===== config.mk =====
export PLATFORM = sky130hd
export DESIGN_NAME = reset_cause_and_boot_remap
export DESIGN_NICKNAME = d
export VERILOG_FILES = /design/src/hdl/vector_region_map.v /design/src/hdl/retention_unlock.v /design/src/hdl/reset_cause_and_boot_remap.v
export VERILOG_INCLUDE_DIRS = /design/src /design/src/hdl
export SDC_FILE = /design/constraint.sdc
export NUM_CORES = 1
export LEC_CHECK = 0
export BUFFER_PORTS_ARGS = -buffer_cell sky130_fd_sc_hd__buf_2
export CAP_MARGIN = 10
export CELL_PAD_IN_SITES_DETAIL_PLACEMENT = 1
export CELL_PAD_IN_SITES_GLOBAL_PLACEMENT = 2
export CORE_UTILIZATION = 26
export CTS_CLUSTER_DIAMETER = 30
export DETAILED_ROUTE_END_ITERATION = 10
export PLACE_DENSITY = 0.88
export SLEW_MARGIN = 20
export SYNTH_ARGS = -nofsm -noshare
export SYNTH_HDL_FRONTEND = slang
export SYNTH_HIERARCHICAL = 1
export SYNTH_SLANG_ARGS = --single-unit

===== constraint.sdc =====
create_clock -name pclk -period 3.2 [get_ports pclk]
set_clock_uncertainty 0.2 [all_clocks]
set_input_delay 0.32 -clock pclk [delete_from_list [all_inputs] [get_ports pclk]]
set_output_delay 0.32 -clock pclk [all_outputs]
set_load 0.01 [all_outputs]

===== src/hdl/reset_remap_regs.vh =====
`ifndef RESET_REMAP_REGS_VH
`define RESET_REMAP_REGS_VH

`define ADDR_BOOT_SEL   32'hFFFF0220
`define ADDR_CAUSE      32'hFFFF0230
`define ADDR_CAUSE_CLR  32'hFFFF0234
`define ADDR_UNLOCK1    32'hFFFF0248
`define ADDR_RET_CFG    32'hFFFF024C
`define ADDR_UNLOCK2    32'hFFFF0250
`define ADDR_IRQ_STAT   32'hFFFF0260
`define ADDR_IRQ_CLR    32'hFFFF0264
`define ADDR_IRQ_EN     32'hFFFF0268

`define KEY_FIRST       8'h76
`define KEY_SECOND      8'hB1

`define BIT_REMAP       0
`define BIT_POR         0
`define BIT_WDT         1
`define BIT_SW          2
`define CAUSE_MASK      8'h07
`define CAUSE_POR_RST   8'h01
`define RET_MASK        8'h05
`define BIT_RET_GPIO    0
`define BIT_RET_DAC     2

`define IRQ_N           4
`define IRQ_SW          0
`define IRQ_WDT         1
`define IRQ_BADCLR      2
`define IRQ_CFG         3

`define VEC_LO          32'h00000000
`define VEC_HI          32'h00000020

`define KERNEL_CYC      5'h10
`define RST_PULSE_CYC   4'h8

`endif


===== src/hdl/vector_region_map.v =====
`timescale 1ns/1ps
`default_nettype none
`include "reset_remap_regs.vh"
module vector_region_map (
  // clock and reset
  input  wire        pclk,
  input  wire        presetn,
  // fetch side
  input  wire [31:0] fetch_addr,
  input  wire        remap_sram,
  // decode result
  output reg         vec_hit_ff,
  output reg         to_sram_ff,
  output reg         to_flash_ff
);
  wire hit;

  assign hit = (fetch_addr >= `VEC_LO) && (fetch_addr <= `VEC_HI);

  always @(posedge pclk or negedge presetn) begin
    if (!presetn) begin
      vec_hit_ff  <= 1'b0;
      to_sram_ff  <= 1'b0;
      to_flash_ff <= 1'b0;
    end else begin
      vec_hit_ff  <= hit;
      to_sram_ff  <= hit & remap_sram;
      to_flash_ff <= hit & ~remap_sram;
    end
  end
endmodule
`default_nettype wire


===== src/hdl/retention_unlock.v =====
`timescale 1ns/1ps
`default_nettype none
`include "reset_remap_regs.vh"
module retention_unlock (
  // clock and reset
  input  wire       pclk,
  input  wire       presetn,
  // decoded writes
  input  wire       wr_key1,
  input  wire       wr_value,
  input  wire       wr_key2,
  input  wire [7:0] wdata,
  // result
  output reg        accept_ff,
  output reg  [7:0] value_ff
);
  localparam S_IDLE = 3'h1;
  localparam S_KEY  = 3'h2;
  localparam S_VAL  = 3'h4;

  reg [2:0] state_ff;
  reg [2:0] nxt_state;
  reg       nxt_accept;

  // writes to other registers do not break the sequence
  always @* begin
    nxt_state  = state_ff;
    nxt_accept = 1'b0;
    case (state_ff)
      S_IDLE: begin
        if (wr_key1 && wdata == `KEY_FIRST)
          nxt_state = S_KEY;
      end
      S_KEY: begin
        if (wr_value)
          nxt_state = S_VAL;
        else if (wr_key1 || wr_key2)
          nxt_state = (wr_key1 && wdata == `KEY_FIRST) ? S_KEY : S_IDLE;
      end
      S_VAL: begin
        if (wr_key2 && wdata == `KEY_SECOND)
          nxt_accept = 1'b1;
        if (wr_key1 || wr_key2 || wr_value)
          nxt_state = S_IDLE;
      end
      default: nxt_state = S_IDLE;
    endcase
  end

  always @(posedge pclk or negedge presetn) begin
    if (!presetn) begin
      state_ff  <= S_IDLE;
      accept_ff <= 1'b0;
      value_ff  <= 8'h00;
    end else begin
      state_ff  <= nxt_state;
      accept_ff <= nxt_accept;
      if (state_ff == S_KEY && wr_value)
        value_ff <= wdata;
    end
  end
endmodule
`default_nettype wire


===== src/hdl/reset_cause_and_boot_remap.v =====
// The APB slave port is this design's own decision.
`timescale 1ns/1ps
`default_nettype none
`include "reset_remap_regs.vh"
module reset_cause_and_boot_remap (
  // clock and resets
  input  wire        pclk,
  input  wire        presetn,
  input  wire        por_n,
  // apb slave
  input  wire        psel,
  input  wire        penable,
  input  wire        pwrite,
  input  wire [31:0] paddr,
  input  wire [31:0] pwdata,
  input  wire [3:0]  pstrb,
  output reg  [31:0] prdata_ff,
  output reg         pready_ff,
  output reg         pslverr_ff,
  // reset sources and strap
  input  wire        wdt_timeout,
  input  wire        boot_select_pin,
  // core fetch decode
  input  wire [31:0] fetch_addr,
  output wire        vec_hit_ff,
  output wire        map_sram_ff,
  output wire        map_flash_ff,
  // boot and reset control
  output reg         remap_sram_ff,
  output reg         kernel_active_ff,
  output reg         user_start_ff,
  output reg         sys_reset_req_ff,
  // peripheral retention
  output reg         gpio_retain_ff,
  output reg         dac_retain_ff,
  // interrupt
  output reg         irq_ff
);
  localparam K_RUN  = 3'h1;
  localparam K_USER = 3'h2;
  localparam K_HOLD = 3'h4;

  function is_addr;
    input [31:0] a;
    input [31:0] r;
    begin
      is_addr = (a == r);
    end
  endfunction

  function is_mapped;
    input [31:0] a;
    begin
      is_mapped = is_addr(a, `ADDR_BOOT_SEL) | is_addr(a, `ADDR_CAUSE) |
                  is_addr(a, `ADDR_CAUSE_CLR) | is_addr(a, `ADDR_UNLOCK1) |
                  is_addr(a, `ADDR_RET_CFG) | is_addr(a, `ADDR_UNLOCK2) |
                  is_addr(a, `ADDR_IRQ_STAT) | is_addr(a, `ADDR_IRQ_CLR) |
                  is_addr(a, `ADDR_IRQ_EN);
    end
  endfunction

  // bus phases
  wire        setup;
  wire        acc;
  wire        wr;
  wire [7:0]  wbyte;
  reg  [31:0] nxt_rdata;

  assign setup = psel & ~penable;
  assign acc   = psel & penable & pready_ff;
  // registers are one byte wide, so only lane 0 carries a write
  assign wr    = acc & pwrite & pstrb[0] & ~pslverr_ff;
  assign wbyte = pwdata[7:0];

  // reset cause state, power-on domain
  reg  [7:0] cause_ff;
  reg  [7:0] nxt_cause;
  wire       clr_wr;
  wire [7:0] clr_bits;
  wire       sw_force;
  wire [7:0] set_bits;
  wire       bad_clear;

  // retention
  reg  [7:0] ret_cfg_ff;
  wire       cfg_accept;
  wire [7:0] cfg_value;

  // reset pulse
  reg  [3:0] rst_cnt_ff;
  reg  [3:0] nxt_rst_cnt;
  wire       rst_start;

  // kernel sequencer
  reg  [2:0] kstate_ff;
  reg  [2:0] nxt_kstate;
  reg  [4:0] kcnt_ff;

  // interrupts
  reg  [`IRQ_N-1:0] irq_en_ff;
  reg  [`IRQ_N-1:0] irq_stat_ff;
  wire [`IRQ_N-1:0] nxt_irq_stat;
  wire [`IRQ_N-1:0] irq_event;
  wire              irq_clr_wr;

  // apb answer: one access cycle, unmapped addresses flag an error
  always @* begin
    nxt_rdata = 32'h00000000;
    case (paddr)
      `ADDR_BOOT_SEL: nxt_rdata = {31'h00000000, remap_sram_ff};
      `ADDR_CAUSE:    nxt_rdata = {24'h000000, cause_ff & `CAUSE_MASK};
      `ADDR_RET_CFG:  nxt_rdata = {24'h000000, ret_cfg_ff};
      `ADDR_IRQ_STAT: nxt_rdata = {28'h0000000, irq_stat_ff};
      `ADDR_IRQ_EN:   nxt_rdata = {28'h0000000, irq_en_ff};
      `ADDR_CAUSE_CLR: nxt_rdata = 32'h00000000;
      default:        nxt_rdata = 32'h00000000;
    endcase
  end

  always @(posedge pclk or negedge presetn) begin
    if (!presetn) begin
      prdata_ff  <= 32'h00000000;
      pready_ff  <= 1'b0;
      pslverr_ff <= 1'b0;
    end else begin
      pready_ff  <= setup;
      pslverr_ff <= setup & ~is_mapped(paddr);
      if (setup && !pwrite)
        prdata_ff <= nxt_rdata;
      else if (acc)
        prdata_ff <= 32'h00000000;
    end
  end

  // boot region select: presetn covers every reset source
  always @(posedge pclk or negedge presetn) begin
    if (!presetn)
      remap_sram_ff <= 1'b0;
    else if (wr && is_addr(paddr, `ADDR_BOOT_SEL))
      remap_sram_ff <= wbyte[`BIT_REMAP];
  end

  vector_region_map u_map (
    .pclk        (pclk),
    .presetn     (presetn),
    .fetch_addr  (fetch_addr),
    .remap_sram  (remap_sram_ff),
    .vec_hit_ff  (vec_hit_ff),
    .to_sram_ff  (map_sram_ff),
    .to_flash_ff (map_flash_ff)
  );

  // reset cause flags
  assign clr_wr   = wr & is_addr(paddr, `ADDR_CAUSE_CLR);
  assign clr_bits = clr_wr ? (wbyte & `CAUSE_MASK) : 8'h00;
  assign sw_force = wr & is_addr(paddr, `ADDR_CAUSE) & wbyte[`BIT_SW];
  // only bit2 of the cause register is writable; 0 and 1 are hardware-set
  assign set_bits = {5'h00, sw_force, wdt_timeout, 1'b0};
  // a non-empty clear that leaves a set flag behind is treated as a fault
  assign bad_clear = clr_wr & (|clr_bits) &
                     (|(cause_ff & ~wbyte & `CAUSE_MASK));

  always @* begin
    // set wins over a clear in the same cycle
    nxt_cause = ((cause_ff & ~clr_bits) | set_bits) & `CAUSE_MASK;
  end

  // external pin reset only pulls presetn and records nothing here
  always @(posedge pclk or negedge por_n) begin
    if (!por_n)
      cause_ff <= `CAUSE_POR_RST;
    else
      cause_ff <= nxt_cause;
  end

  // forced reset request, held long enough for the reset controller
  assign rst_start = sw_force | bad_clear;

  always @* begin
    nxt_rst_cnt = rst_cnt_ff;
    if (rst_start)
      nxt_rst_cnt = `RST_PULSE_CYC;
    else if (rst_cnt_ff != 4'h0)
      nxt_rst_cnt = rst_cnt_ff - 4'h1;
  end

  always @(posedge pclk or negedge presetn) begin
    if (!presetn) begin
      rst_cnt_ff       <= 4'h0;
      sys_reset_req_ff <= 1'b0;
    end else begin
      rst_cnt_ff       <= nxt_rst_cnt;
      sys_reset_req_ff <= (nxt_rst_cnt != 4'h0);
    end
  end

  // retention configuration, written only through the key sequence
  retention_unlock u_unlock (
    .pclk      (pclk),
    .presetn   (presetn),
    .wr_key1   (wr & is_addr(paddr, `ADDR_UNLOCK1)),
    .wr_value  (wr & is_addr(paddr, `ADDR_RET_CFG)),
    .wr_key2   (wr & is_addr(paddr, `ADDR_UNLOCK2)),
    .wdata     (wbyte),
    .accept_ff (cfg_accept),
    .value_ff  (cfg_value)
  );

  // survives watchdog and software resets; only power-on clears it
  always @(posedge pclk or negedge por_n) begin
    if (!por_n) begin
      ret_cfg_ff     <= 8'h00;
      gpio_retain_ff <= 1'b0;
      dac_retain_ff  <= 1'b0;
    end else begin
      if (cfg_accept)
        ret_cfg_ff <= cfg_value & `RET_MASK;
      gpio_retain_ff <= ret_cfg_ff[`BIT_RET_GPIO] &
                        (cause_ff[`BIT_WDT] | cause_ff[`BIT_SW]);
      dac_retain_ff  <= ret_cfg_ff[`BIT_RET_DAC] &
                        (cause_ff[`BIT_WDT] | cause_ff[`BIT_SW]);
    end
  end

  // kernel phase after each reset; strap decides hand-over to user code
  always @* begin
    nxt_kstate = kstate_ff;
    case (kstate_ff)
      K_RUN: begin
        if (kcnt_ff == 5'h00)
          nxt_kstate = boot_select_pin ? K_USER : K_HOLD;
      end
      K_USER:  nxt_kstate = K_USER;
      K_HOLD:  nxt_kstate = K_HOLD;
      default: nxt_kstate = K_RUN;
    endcase
  end

  always @(posedge pclk or negedge presetn) begin
    if (!presetn) begin
      kstate_ff        <= K_RUN;
      kcnt_ff          <= `KERNEL_CYC;
      kernel_active_ff <= 1'b1;
      user_start_ff    <= 1'b0;
    end else begin
      kstate_ff <= nxt_kstate;
      if (kstate_ff == K_RUN && kcnt_ff != 5'h00)
        kcnt_ff <= kcnt_ff - 5'h01;
      kernel_active_ff <= (nxt_kstate != K_USER);
      // jump to vector zero, which decodes to flash after reset
      user_start_ff    <= (kstate_ff == K_RUN) && (nxt_kstate == K_USER);
    end
  end

  // interrupt status, enable and clear
  assign irq_event[`IRQ_SW]     = sw_force;
  assign irq_event[`IRQ_WDT]    = wdt_timeout;
  assign irq_event[`IRQ_BADCLR] = bad_clear;
  assign irq_event[`IRQ_CFG]    = cfg_accept;
  assign irq_clr_wr = wr & is_addr(paddr, `ADDR_IRQ_CLR);

  genvar gi;
  generate
    for (gi = 0; gi < `IRQ_N; gi = gi + 1) begin : g_irq
      assign nxt_irq_stat[gi] = irq_event[gi] |
                                (irq_stat_ff[gi] & ~(irq_clr_wr & wbyte[gi]));
    end
  endgenerate

  always @(posedge pclk or negedge presetn) begin
    if (!presetn) begin
      irq_stat_ff <= {`IRQ_N{1'b0}};
      irq_en_ff   <= {`IRQ_N{1'b0}};
      irq_ff      <= 1'b0;
    end else begin
      irq_stat_ff <= nxt_irq_stat;
      if (wr && is_addr(paddr, `ADDR_IRQ_EN))
        irq_en_ff <= wbyte[`IRQ_N-1:0];
      irq_ff <= |(nxt_irq_stat & irq_en_ff);
    end
  end
endmodule
`default_nettype wire


==> flow_metrics.env, run 1 <==
export IMPL_cpPeakStageDelay_ns=0.47
export IMPL_grt_antenna_before_repair=0
export IMPL_post_cts_setup_buffer_count=0
export IMPL_internal_power_uw=1028
export IMPL_grt_max_degree=41
export IMPL_grt_use_total_pct=14.41
export IMPL_crit_family="simple AND/OR/NAND/NOR gates"
export IMPL_pwr_share_seq_pct=47.3
export IMPL_viasPerCell=4.810
export IMPL_ios=152
export IMPL_ff2ff_path_depth=7
export IMPL_grt_setup_unrepaired="no"
export IMPL_clock_path_buffers=2
export IMPL_path_clk_slew_ns=0.10
export IMPL_leakagePower_uw=0.001714
export IMPL_cp_end_kind="flop"
export IMPL_hp_class="input pin to flop"
export IMPL_synth_avg_cell_area_um2=9.512
export IMPL_drtIter0Drc=123
export IMPL_critPathLaunchType="flop"
export IMPL_placed_area_um2=3336
export IMPL_crit_chain="and4b_1, and3_1, nand3b_1, nor4_1, buf_4, or4bb_1, nor3_1"
export IMPL_tns_ns=0
export IMPL_switchingPower_uw=370.5
export IMPL_postSynthCellCount=297
export IMPL_area_growth_pct=23.60
export IMPL_dieHeight_um=106.2
export IMPL_r2r_setup_slack_ns=0.77
export IMPL_cts_tree="done"
export IMPL_fin_nets=505
export IMPL_relSlewSlack_pct=36.52
export IMPL_endpoint="u_unlock/accept_ff"
export IMPL_combPwrFrac_pct=15.1
export IMPL_cts_sinks=47
export IMPL_finalMaxSlewViolations=0
export IMPL_cts_root_buf="clkbuf_8"
export IMPL_finalCriticalPeriod_ns=2.432
export IMPL_die_x_um=106.2
export IMPL_place_worst_setup_slack_ns=0.5975
export IMPL_post_cts_resized=0
export IMPL_slowest_stage="or4bb_1"
export IMPL_worstMarginPinSlew_ns=0.9522
export IMPL_num_rows=37
export IMPL_num_vias=2559
export IMPL_crit_start="pslverr_ff"
export IMPL_routed_wl_mm=7.910
export IMPL_maxCapViolCount=0
export IMPL_clock_fmax_mhz=411.1
export IMPL_power_density_nw_per_um2=400.6
export IMPL_cp_num_buf_inv=1
export IMPL_ant_nets=0
export IMPL_fillers=1269
export IMPL_initial_core_util_pct=27.12
export IMPL_cp_max_fo=6
export IMPL_peakVddDrop_mv=0.2106
export IMPL_swShare_pct=26.49
export IMPL_insertion_delay_ns=0.30
export IMPL_cts_buffers=5
export IMPL_portBuffers=96
export IMPL_drcViolationCount=0
export IMPL_fin_ws_ns=0.7677
export IMPL_htree_levels=2
export IMPL_antenna_cells=0
export IMPL_clkPwrFrac_pct=37.5
export IMPL_cts_hold_buf=2
export IMPL_drive_above_1_share_pct=34.09
export IMPL_die_area_um2=11290
export IMPL_path_class="flop to flop"
export IMPL_finalHoldViolCount=0
export IMPL_core_um2=10420
export IMPL_crit_cells=7
export IMPL_post_dp_hpwl_mm=6.266
export IMPL_first_global_vias=2695
export IMPL_netlist_area_um2=2825
export IMPL_r2r_start="pslverr_ff"
export IMPL_required_ns=3.23
export IMPL_final_cell_area_um2=3492
export IMPL_setup_viol=0
export IMPL_crit_arrival_ns=2.46
export IMPL_finalCritPeriodShare_pct=76.01
export IMPL_ys_warn_count=6
export IMPL_place_gp_congestion=0.8016
export IMPL_firstDrtPassIters=4
export IMPL_grt_pass1_wl_mm=12.97
export IMPL_outcome="finished clean"
export IMPL_post_drt_wl_per_cell_um=14.87
export IMPL_timing_rr_end="u_unlock/accept_ff"
export IMPL_grt_ovfl_total=0
-- worst min path at each step --
| stage | startpoint | to | cells after the start |
|---|---|---|---|
| floorplan | por_n | cause_ff[1] | 0 |
| global placement | por_n | gpio_retain_ff | 1 |
| detailed placement | por_n | gpio_retain_ff | 1 |
| CTS | wdt_timeout | cause_ff[1] | 2 |
| global route | wdt_timeout | cause_ff[1] | 2 |
| finish | wdt_timeout | cause_ff[1] | 2 |
-- sequential cells by signal, indices dropped and copies added (netlist names), 2 cells and up --
register           cells
kcnt_ff                5
irq_en_ff              4
irq_stat_ff            4
prdata_ff              4
rst_cnt_ff             4
cause_ff               3
kstate_ff              3
u_unlock/state_ff      3
ret_cfg_ff             2
u_unlock/value_ff      2
-- metrics by stage --
step                util (%)  power, uW  cells  hold slack [ns]
finish                 33.53       1399    532          0.03386
global route           33.53       1465    532          0.03949
CTS                    33.53       1420    532          0.03322
detailed placement     32.02      886.3    522         -0.03997
global placement       32.02      871.6    522         -0.04523
floorplan                  -      796.6    324          -0.1756
-- worst register-to-register path: cells and delay by family (launching register included) --
| family | cells | cell delay [ns] |
|---|---|---|
| buffers and inverters | 1 | 0.19 |
| flip-flops | 1 | 0.38 |
| AND/OR/NAND/NOR | 6 | 1.58 |
-- power by group through the flow --
stage / clock network (uW) / logic [uW] / registers, uW
after floorplan: 0 / 124 / 672
final: 525 / 212 / 662
after CTS: 542 / 214 / 663
after global placement: 0 / 202 / 669
after global routing: 560 / 239 / 666
after detailed placement: 0 / 212 / 675
-- routing by layer --
| metal | wire length [um] | GRT usage [%] | up-vias | share of wire [%] |
|---|---|---|---|---|
| met3 | 373 | 2.330 | 8 | 4.7 |
| met2 | 4028 | 26.16 | 87 | 51 |
| met4 | 81 | 3.175 | 0 | 1.0 |
| met1 | 3426 | 17.76 | 1253 | 43 |
| li1 | - | - | 1211 | - |
| met5 | 0 | 0 | - | 0 |
-- cell usage in the layout (no fill, tap or decap), types with 3 or more instances in the layout --
master and instances:
nor3_1 11, clkbuf_8 5, nor4b_2 3, buf_2 96, and3_1 5, o21ai_0 16, xnor2_1 3, or2_2 4
conb_1 28, inv_1 14, nor2b_1 5, nand3b_1 3, a21o_1 4, nor4_1 12, a21oi_1 9, dfrtp_1 42
a22o_1 3, or4_1 3, o21a_1 3, dfstp_2 5, nand3_1 10, nand2_1 20, nor2_1 20, mux2_2 8
nand2b_1 7, nand4_1 4
-- layout make-up --
class | instances | area, um2 | area share, %
repair buffers | 100 | 515.5 | 14.76
flip-flops and latches | 47 | 1182 | 33.86
inverters | 14 | 52.55 | 1.505
clock buffers | 5 | 68.82 | 1.971
multi-input cells | 227 | 1435 | 41.10
well taps | 136 | 170.2 | 4.873
clock inverters | 3 | 67.56 | 1.935
Power figures use the tool's default switching activity.
==> run 2: changes to the inputs <==
==> constraint.sdc (replaced) <==
create_clock -name pclk -period 2.4 [get_ports pclk]
set_clock_uncertainty 0.2 [all_clocks]
set_input_delay 0.24 -clock pclk [delete_from_list [all_inputs] [get_ports pclk]]
set_output_delay 0.24 -clock pclk [all_outputs]
set_load 0.01 [all_outputs]
==> run 2 against run 1 <==
  * Final cell count grew 2.8%
  * Non-clock buffer count grew 15
  * Fmax grew 6.9%
  * Routed wire length grew 1.0%
  * Clock power grew 16%
  * Clock-buffer cell count is the same
  * Register-to-register slack lost 0.64 ns
  * Total power grew 28%
  * Sequential power grew 33%
  * Critical endpoint is now u_unlock/state_ff[0]
  * Largest power group unchanged
==> flow_metrics.env, run 2 (synthesis results as in run 1) <==
export IMPL_place_gp_congestion=0.7965
export IMPL_clock_path_buffers=2
export IMPL_die_x_um=106.2
export IMPL_peakVddDrop_mv=0.2436
export IMPL_drive_above_1_share_pct=36.74
export IMPL_setup_viol=0
export IMPL_critPathLaunchType="flop"
export IMPL_final_cell_mix="buf_2 (96), dfrtp_1 (42), conb_1 (28)"
export IMPL_finalHoldViolCount=0
export IMPL_cp_end_kind="flop"
export IMPL_placed_area_um2=3426
export IMPL_num_vias=2601
export IMPL_cts_root_buf="clkbuf_8"
export IMPL_power_density_nw_per_um2=495.5
export IMPL_area_growth_pct=27.90
export IMPL_grt_use_total_pct=15.07
export IMPL_pwr_share_seq_pct=49.2
export IMPL_viasPerCell=4.755
export IMPL_cp_max_fo=5
export IMPL_first_global_vias=2767
export IMPL_fin_nets=520
export IMPL_insertion_delay_ns=0.31
export IMPL_layout_commonest_cell="buf_2"
export IMPL_clock_fmax_mhz=439.5
export IMPL_htree_levels=2
export IMPL_final_cell_area_um2=3613
export IMPL_combPwrFrac_pct=16.8
export IMPL_path_class="flop to flop"
export IMPL_finalMaxSlewViolations=0
export IMPL_maxCapViolCount=0
export IMPL_clkPwrFrac_pct=34.1
export IMPL_antenna_cells=0
export IMPL_switchingPower_uw=509.7
export IMPL_drcViolationCount=0
export IMPL_outcome="finished clean"
export IMPL_post_dp_hpwl_mm=6.330
export IMPL_post_drt_wl_per_cell_um=14.61
export IMPL_crit_arrival_ns=2.31
export IMPL_finalCritPeriodShare_pct=94.81
export IMPL_grt_antenna_before_repair=0
export IMPL_path_clk_slew_ns=0.10
export IMPL_drtIter0Drc=137
export IMPL_grt_max_degree=20
export IMPL_hp_class="input pin to flop"
export IMPL_swShare_pct=28.47
export IMPL_dieHeight_um=106.2
export IMPL_core_um2=10420
export IMPL_leakagePower_uw=0.001777
export IMPL_portBuffers=96
export IMPL_initial_core_util_pct=27.12
export IMPL_grt_pass1_wl_mm=13.47
export IMPL_cts_tree="done"
export IMPL_routed_wl_mm=7.992
export IMPL_required_ns=2.43
export IMPL_internal_power_uw=1281
export IMPL_firstDrtPassIters=4
export IMPL_max_flop_register="kcnt_ff"
export IMPL_num_rows=37
export IMPL_grt_ovfl_total=0
export IMPL_tns_ns=0
export IMPL_ant_nets=0
export IMPL_ios=152
export IMPL_die_area_um2=11290
export IMPL_cts_buffers=5
export IMPL_cts_sinks=47
export IMPL_finalCriticalPeriod_ns=2.275
export IMPL_post_cts_setup_buffer_count=0
export IMPL_largest_reg_flops=5
export IMPL_grt_setup_unrepaired="no"
==> run 2: layout make-up <==
class,count,area [um2]
fillers,1271,6803
multi-input cells,227,1458
flip-flops and latches,47,1182
repair buffers,115,635.6
well taps,136,170.2
clock buffers,5,68.82
inverters,14,52.55
clock inverters,3,46.29
==> run 2: layer usage <==
layer / GRT usage (%) / wire [um]
met1: 19.10 / 3477
met2: 26.67 / 4055
met3: 3.188 / 416
met4: 2.183 / 42
met5: 0 / 0
==> run 2: worst max-delay path, stage by stage (launching register included) <==
cell and delay, ns:
dfrtp_1 0.40, and4b_1 0.21, and3_1 0.19, and3b_2 0.25, and3_1 0.23, or4_1 0.48
o22ai_1 0.15, o21ai_1 0.09
==> run 2: worst paths after layout <==
check | start | end | slack (ns) | cells after the start
min | pwdata[3] | irq_en_ff[3] | 0.03 | 2
min in group asynchronous | por_n | ret_cfg_ff[0] | 0.08 | 2
max | pready_ff | u_unlock/state_ff[0] | 0.12 | 7
min reg2reg | kcnt_ff[4] | kcnt_ff[4] | 0.26 | 2
max in group asynchronous | presetn | u_unlock/state_ff[0] | 1.18 | 3
max reg2reg | pready_ff | u_unlock/state_ff[0] | 0.12 | 7
==> run 2: metrics by stage <==
stage	cells	utilization [%]	total power [uW]	setup WS [ns]	hold WS, ns
6_report	547	34.69	1790	0.1246	0.02982
3_5_place_dp	534	32.89	1190	-0.02096	-0.1208
4_1_cts	547	34.47	1818	0.001942	0.02398
3_3_place_gp	534	32.89	1171	0.03787	-0.1264
2_1_floorplan	324	-	1062	0.04806	-0.2556
5_1_grt	547	34.69	1892	0.003539	0.02120
==> run 2: power by group through the flow <==
stage	Sequential (uW)	Combinational, uW	Clock [uW]
detailed placement	896	294	0
finish	880	300	610
floorplan	896	166	0
global route	888	340	665
global placement	892	279	0
CTS	880	301	636
==> run 2: repair_timing <==
item,4_1_cts,5_1_grt
hold buffers,5,0
gates resized for setup,0,6
setup endpoints to repair,0,4
endpoints found under the hold margin,25,0
==> run 3: changes to the inputs <==
--- a/config.mk
+++ b/config.mk
@@ -7,13 +7,14 @@
 export NUM_CORES = 1
 export LEC_CHECK = 0
 export BUFFER_PORTS_ARGS = -buffer_cell sky130_fd_sc_hd__buf_2
-export CAP_MARGIN = 10
 export CELL_PAD_IN_SITES_DETAIL_PLACEMENT = 1
 export CELL_PAD_IN_SITES_GLOBAL_PLACEMENT = 2
 export CORE_UTILIZATION = 26
 export CTS_CLUSTER_DIAMETER = 30
 export DETAILED_ROUTE_END_ITERATION = 10
+export HOLD_SLACK_MARGIN = 0.12
 export PLACE_DENSITY = 0.88
+export REMOVE_ABC_BUFFERS = 1
 export SLEW_MARGIN = 20
 export SYNTH_ARGS = -nofsm -noshare
 export SYNTH_HDL_FRONTEND = slang
==> run 3 against run 2 <==
  * Core utilization is 2.6 points higher
  * Die area stayed put
  * Register-to-register slack better by 0.02 ns
  * Clock power is 20% lower
  * Combinational power is 9.0% higher
  * Worst hold slack better by 0.11 ns
  * Via count is 5.7% higher
  * Cell area is 7.4% higher
  * Setup slack worse by 0.036 ns
  * Sequential share of layout area is 2.2 points lower
  * Sequential power hardly changed
  * Largest power group unchanged
==> flow_metrics.env, run 3 (synthesis results as in run 1) <==
export IMPL_clock_path_buffers=2
export IMPL_power_density_nw_per_um2=435.9
export IMPL_routed_wl_mm=8.307
export IMPL_drcViolationCount=0
export IMPL_initial_core_util_pct=27.12
export IMPL_viasPerCell=4.783
export IMPL_drive_above_1_share_pct=35.08
export IMPL_pwr_share_seq_pct=51.9
export IMPL_dp_cells=536
export IMPL_internal_power_uw=1198
export IMPL_portBuffers=96
export IMPL_drtIter0Drc=89
export IMPL_core_um2=10420
export IMPL_fin_nets=548
export IMPL_cp_num_buf_inv=3
export IMPL_grt_ovfl_total=0
export IMPL_cp_common_cell="dlygate4sd3_1"
export IMPL_hp_class="input pin to flop"
export IMPL_maxCapViolCount=0
export IMPL_grt_max_degree=24
export IMPL_crit_chain="dlygate4sd3_1, buf_2, nand3b_1, or4b_1, dlygate4sd3_1, nor3_1"
export IMPL_ios=152
export IMPL_first_global_vias=2886
export IMPL_cts_buffers=5
export IMPL_tns_ns=0
export IMPL_cp_max_fo=3
export IMPL_final_cell_area_um2=3880
export IMPL_grt_pass1_wl_mm=13.67
export IMPL_htree_levels=2
export IMPL_finalCriticalPeriod_ns=2.311
export IMPL_required_ns=2.42
export IMPL_finalMaxSlewViolations=0
export IMPL_swShare_pct=29.17
export IMPL_cts_tree="done"
export IMPL_grt_use_total_pct=15.04
export IMPL_antenna_cells=0
export IMPL_setup_viol=0
export IMPL_largest_reg_flops=5
export IMPL_cts_sinks=47
export IMPL_critPathLaunchType="input pin"
export IMPL_cpPeakStageDelay_ns=0.58
export IMPL_crit_arrival_ns=2.33
export IMPL_post_dp_hpwl_mm=6.278
export IMPL_cts_root_buf="clkbuf_8"
export IMPL_ant_nets=0
export IMPL_area_growth_pct=37.33
export IMPL_placed_area_um2=3441
export IMPL_max_flop_register="kcnt_ff"
export IMPL_finalHoldViolCount=0
export IMPL_finalCritPeriodShare_pct=96.30
export IMPL_num_rows=37
export IMPL_fillers=1238
export IMPL_die_area_um2=11290
export IMPL_outcome="finished clean"
export IMPL_path_class="input pin to flop"
export IMPL_clock_fmax_mhz=432.7
export IMPL_peakVddDrop_mv=0.1822
export IMPL_combPwrFrac_pct=19.3
export IMPL_insertion_delay_ns=0.30
export IMPL_post_drt_wl_per_cell_um=14.45
export IMPL_num_vias=2750
export IMPL_worst_hold_slack_ns=0.1385
export IMPL_switchingPower_uw=493.3
export IMPL_clkPwrFrac_pct=28.8
export IMPL_final_cell_mix="buf_2 (93), dfrtp_1 (42), dlygate4sd3_1 (31)"
export IMPL_p_total_uw=1691
export IMPL_grt_antenna_before_repair=0
export IMPL_layout_commonest_cell="buf_2"
export IMPL_slowest_stage="dlygate4sd3_1"
export IMPL_place_gp_congestion=0.7892
export IMPL_path_clk_slew_ns=0.09
export IMPL_final_cells=575
export IMPL_leakagePower_uw=0.001901
export IMPL_die_x_um=106.2
export IMPL_dieHeight_um=106.2
export IMPL_crit_family="buffers and inverters"
export IMPL_cp_end_kind="flop"
export IMPL_firstDrtPassIters=4
run 3: cell types whose count changed in the layout (fill, tap and decap cells not counted), sizes merged:
cell,previous run,this run
bufinv,1,0
buf,110,112
dlygate4sd3,5,31
inv,15,14
clkbuf,5,6
clkinv,0,1
run 3: layout make-up:
cell class / instances / area [um2] / area share (%)
Tap cell: 136 / 170.2 / 4.386
Clock buffer: 6 / 72.57 / 1.870
Multi-Input combinational cell: 227 / 1468 / 37.83
Clock inverter: 2 / 12.51 / 0.3225
Inverter: 14 / 52.55 / 1.354
Timing Repair Buffer: 143 / 922.1 / 23.77
Sequential cell: 47 / 1182 / 30.47
run 3: final timing paths:
check	depth (start not counted)	slack, ns	to	start
setup / recovery	6	0.09	u_unlock/accept_ff	pwdata[3]
hold / removal	4	0.14	u_map/vec_hit_ff	fetch_addr[4]
setup reg to reg	7	0.14	u_unlock/state_ff[0]	pready_ff
hold reg to reg	2	0.25	kcnt_ff[4]	kcnt_ff[4]
max in group asynchronous	3	1.08	cause_ff[1]	por_n
min in group asynchronous	2	0.21	cause_ff[0]	por_n
run 3: power groups by stage:
stage | Sequential [uW] | Combinational [uW] | Clock, uW
after floorplan | 896 | 124 | 0
after global placement | 892 | 278 | 0
after detailed placement | 893 | 290 | 0
after CTS | 878 | 326 | 508
after global routing | 884 | 369 | 529
final | 878 | 327 | 487
run 3: routing by layer:
metal / GRT usage [%] / up-vias / share of wire [%]
met5: 0 / - / 0
met4: 4.861 / 0 / 1.1
met1: 18.66 / 1341 / 43
li1: - / 1304 / -
met2: 26.44 / 98 / 51
met3: 2.391 / 7 / 5.3
run 3: through the flow:
step           utilization, %  worst slack [ns]
2_1_floorplan               -           0.07065
3_3_place_gp            33.03           0.05979
3_5_place_dp            33.03          -0.01040
4_1_cts                 36.83           0.01078
5_1_grt                 37.25          -0.01607
6_report                37.25           0.08883
run 3: worst reg2reg max path: cells and delay by family (launching register included):
kind | cells | cell delay [ns]
flip-flops | 1 | 0.39
AO/OA/AOI/OAI | 2 | 0.26
AND/OR/NAND/NOR | 5 | 1.34
run 3: what timing repair did:
action / in CTS / in global routing
setup buffers: 0 / 3
setup endpoints to repair: 0 / 5
hold buffers: 31 / 0
hold endpoints to repair: 42 / 0
gates resized for setup: 0 / 10
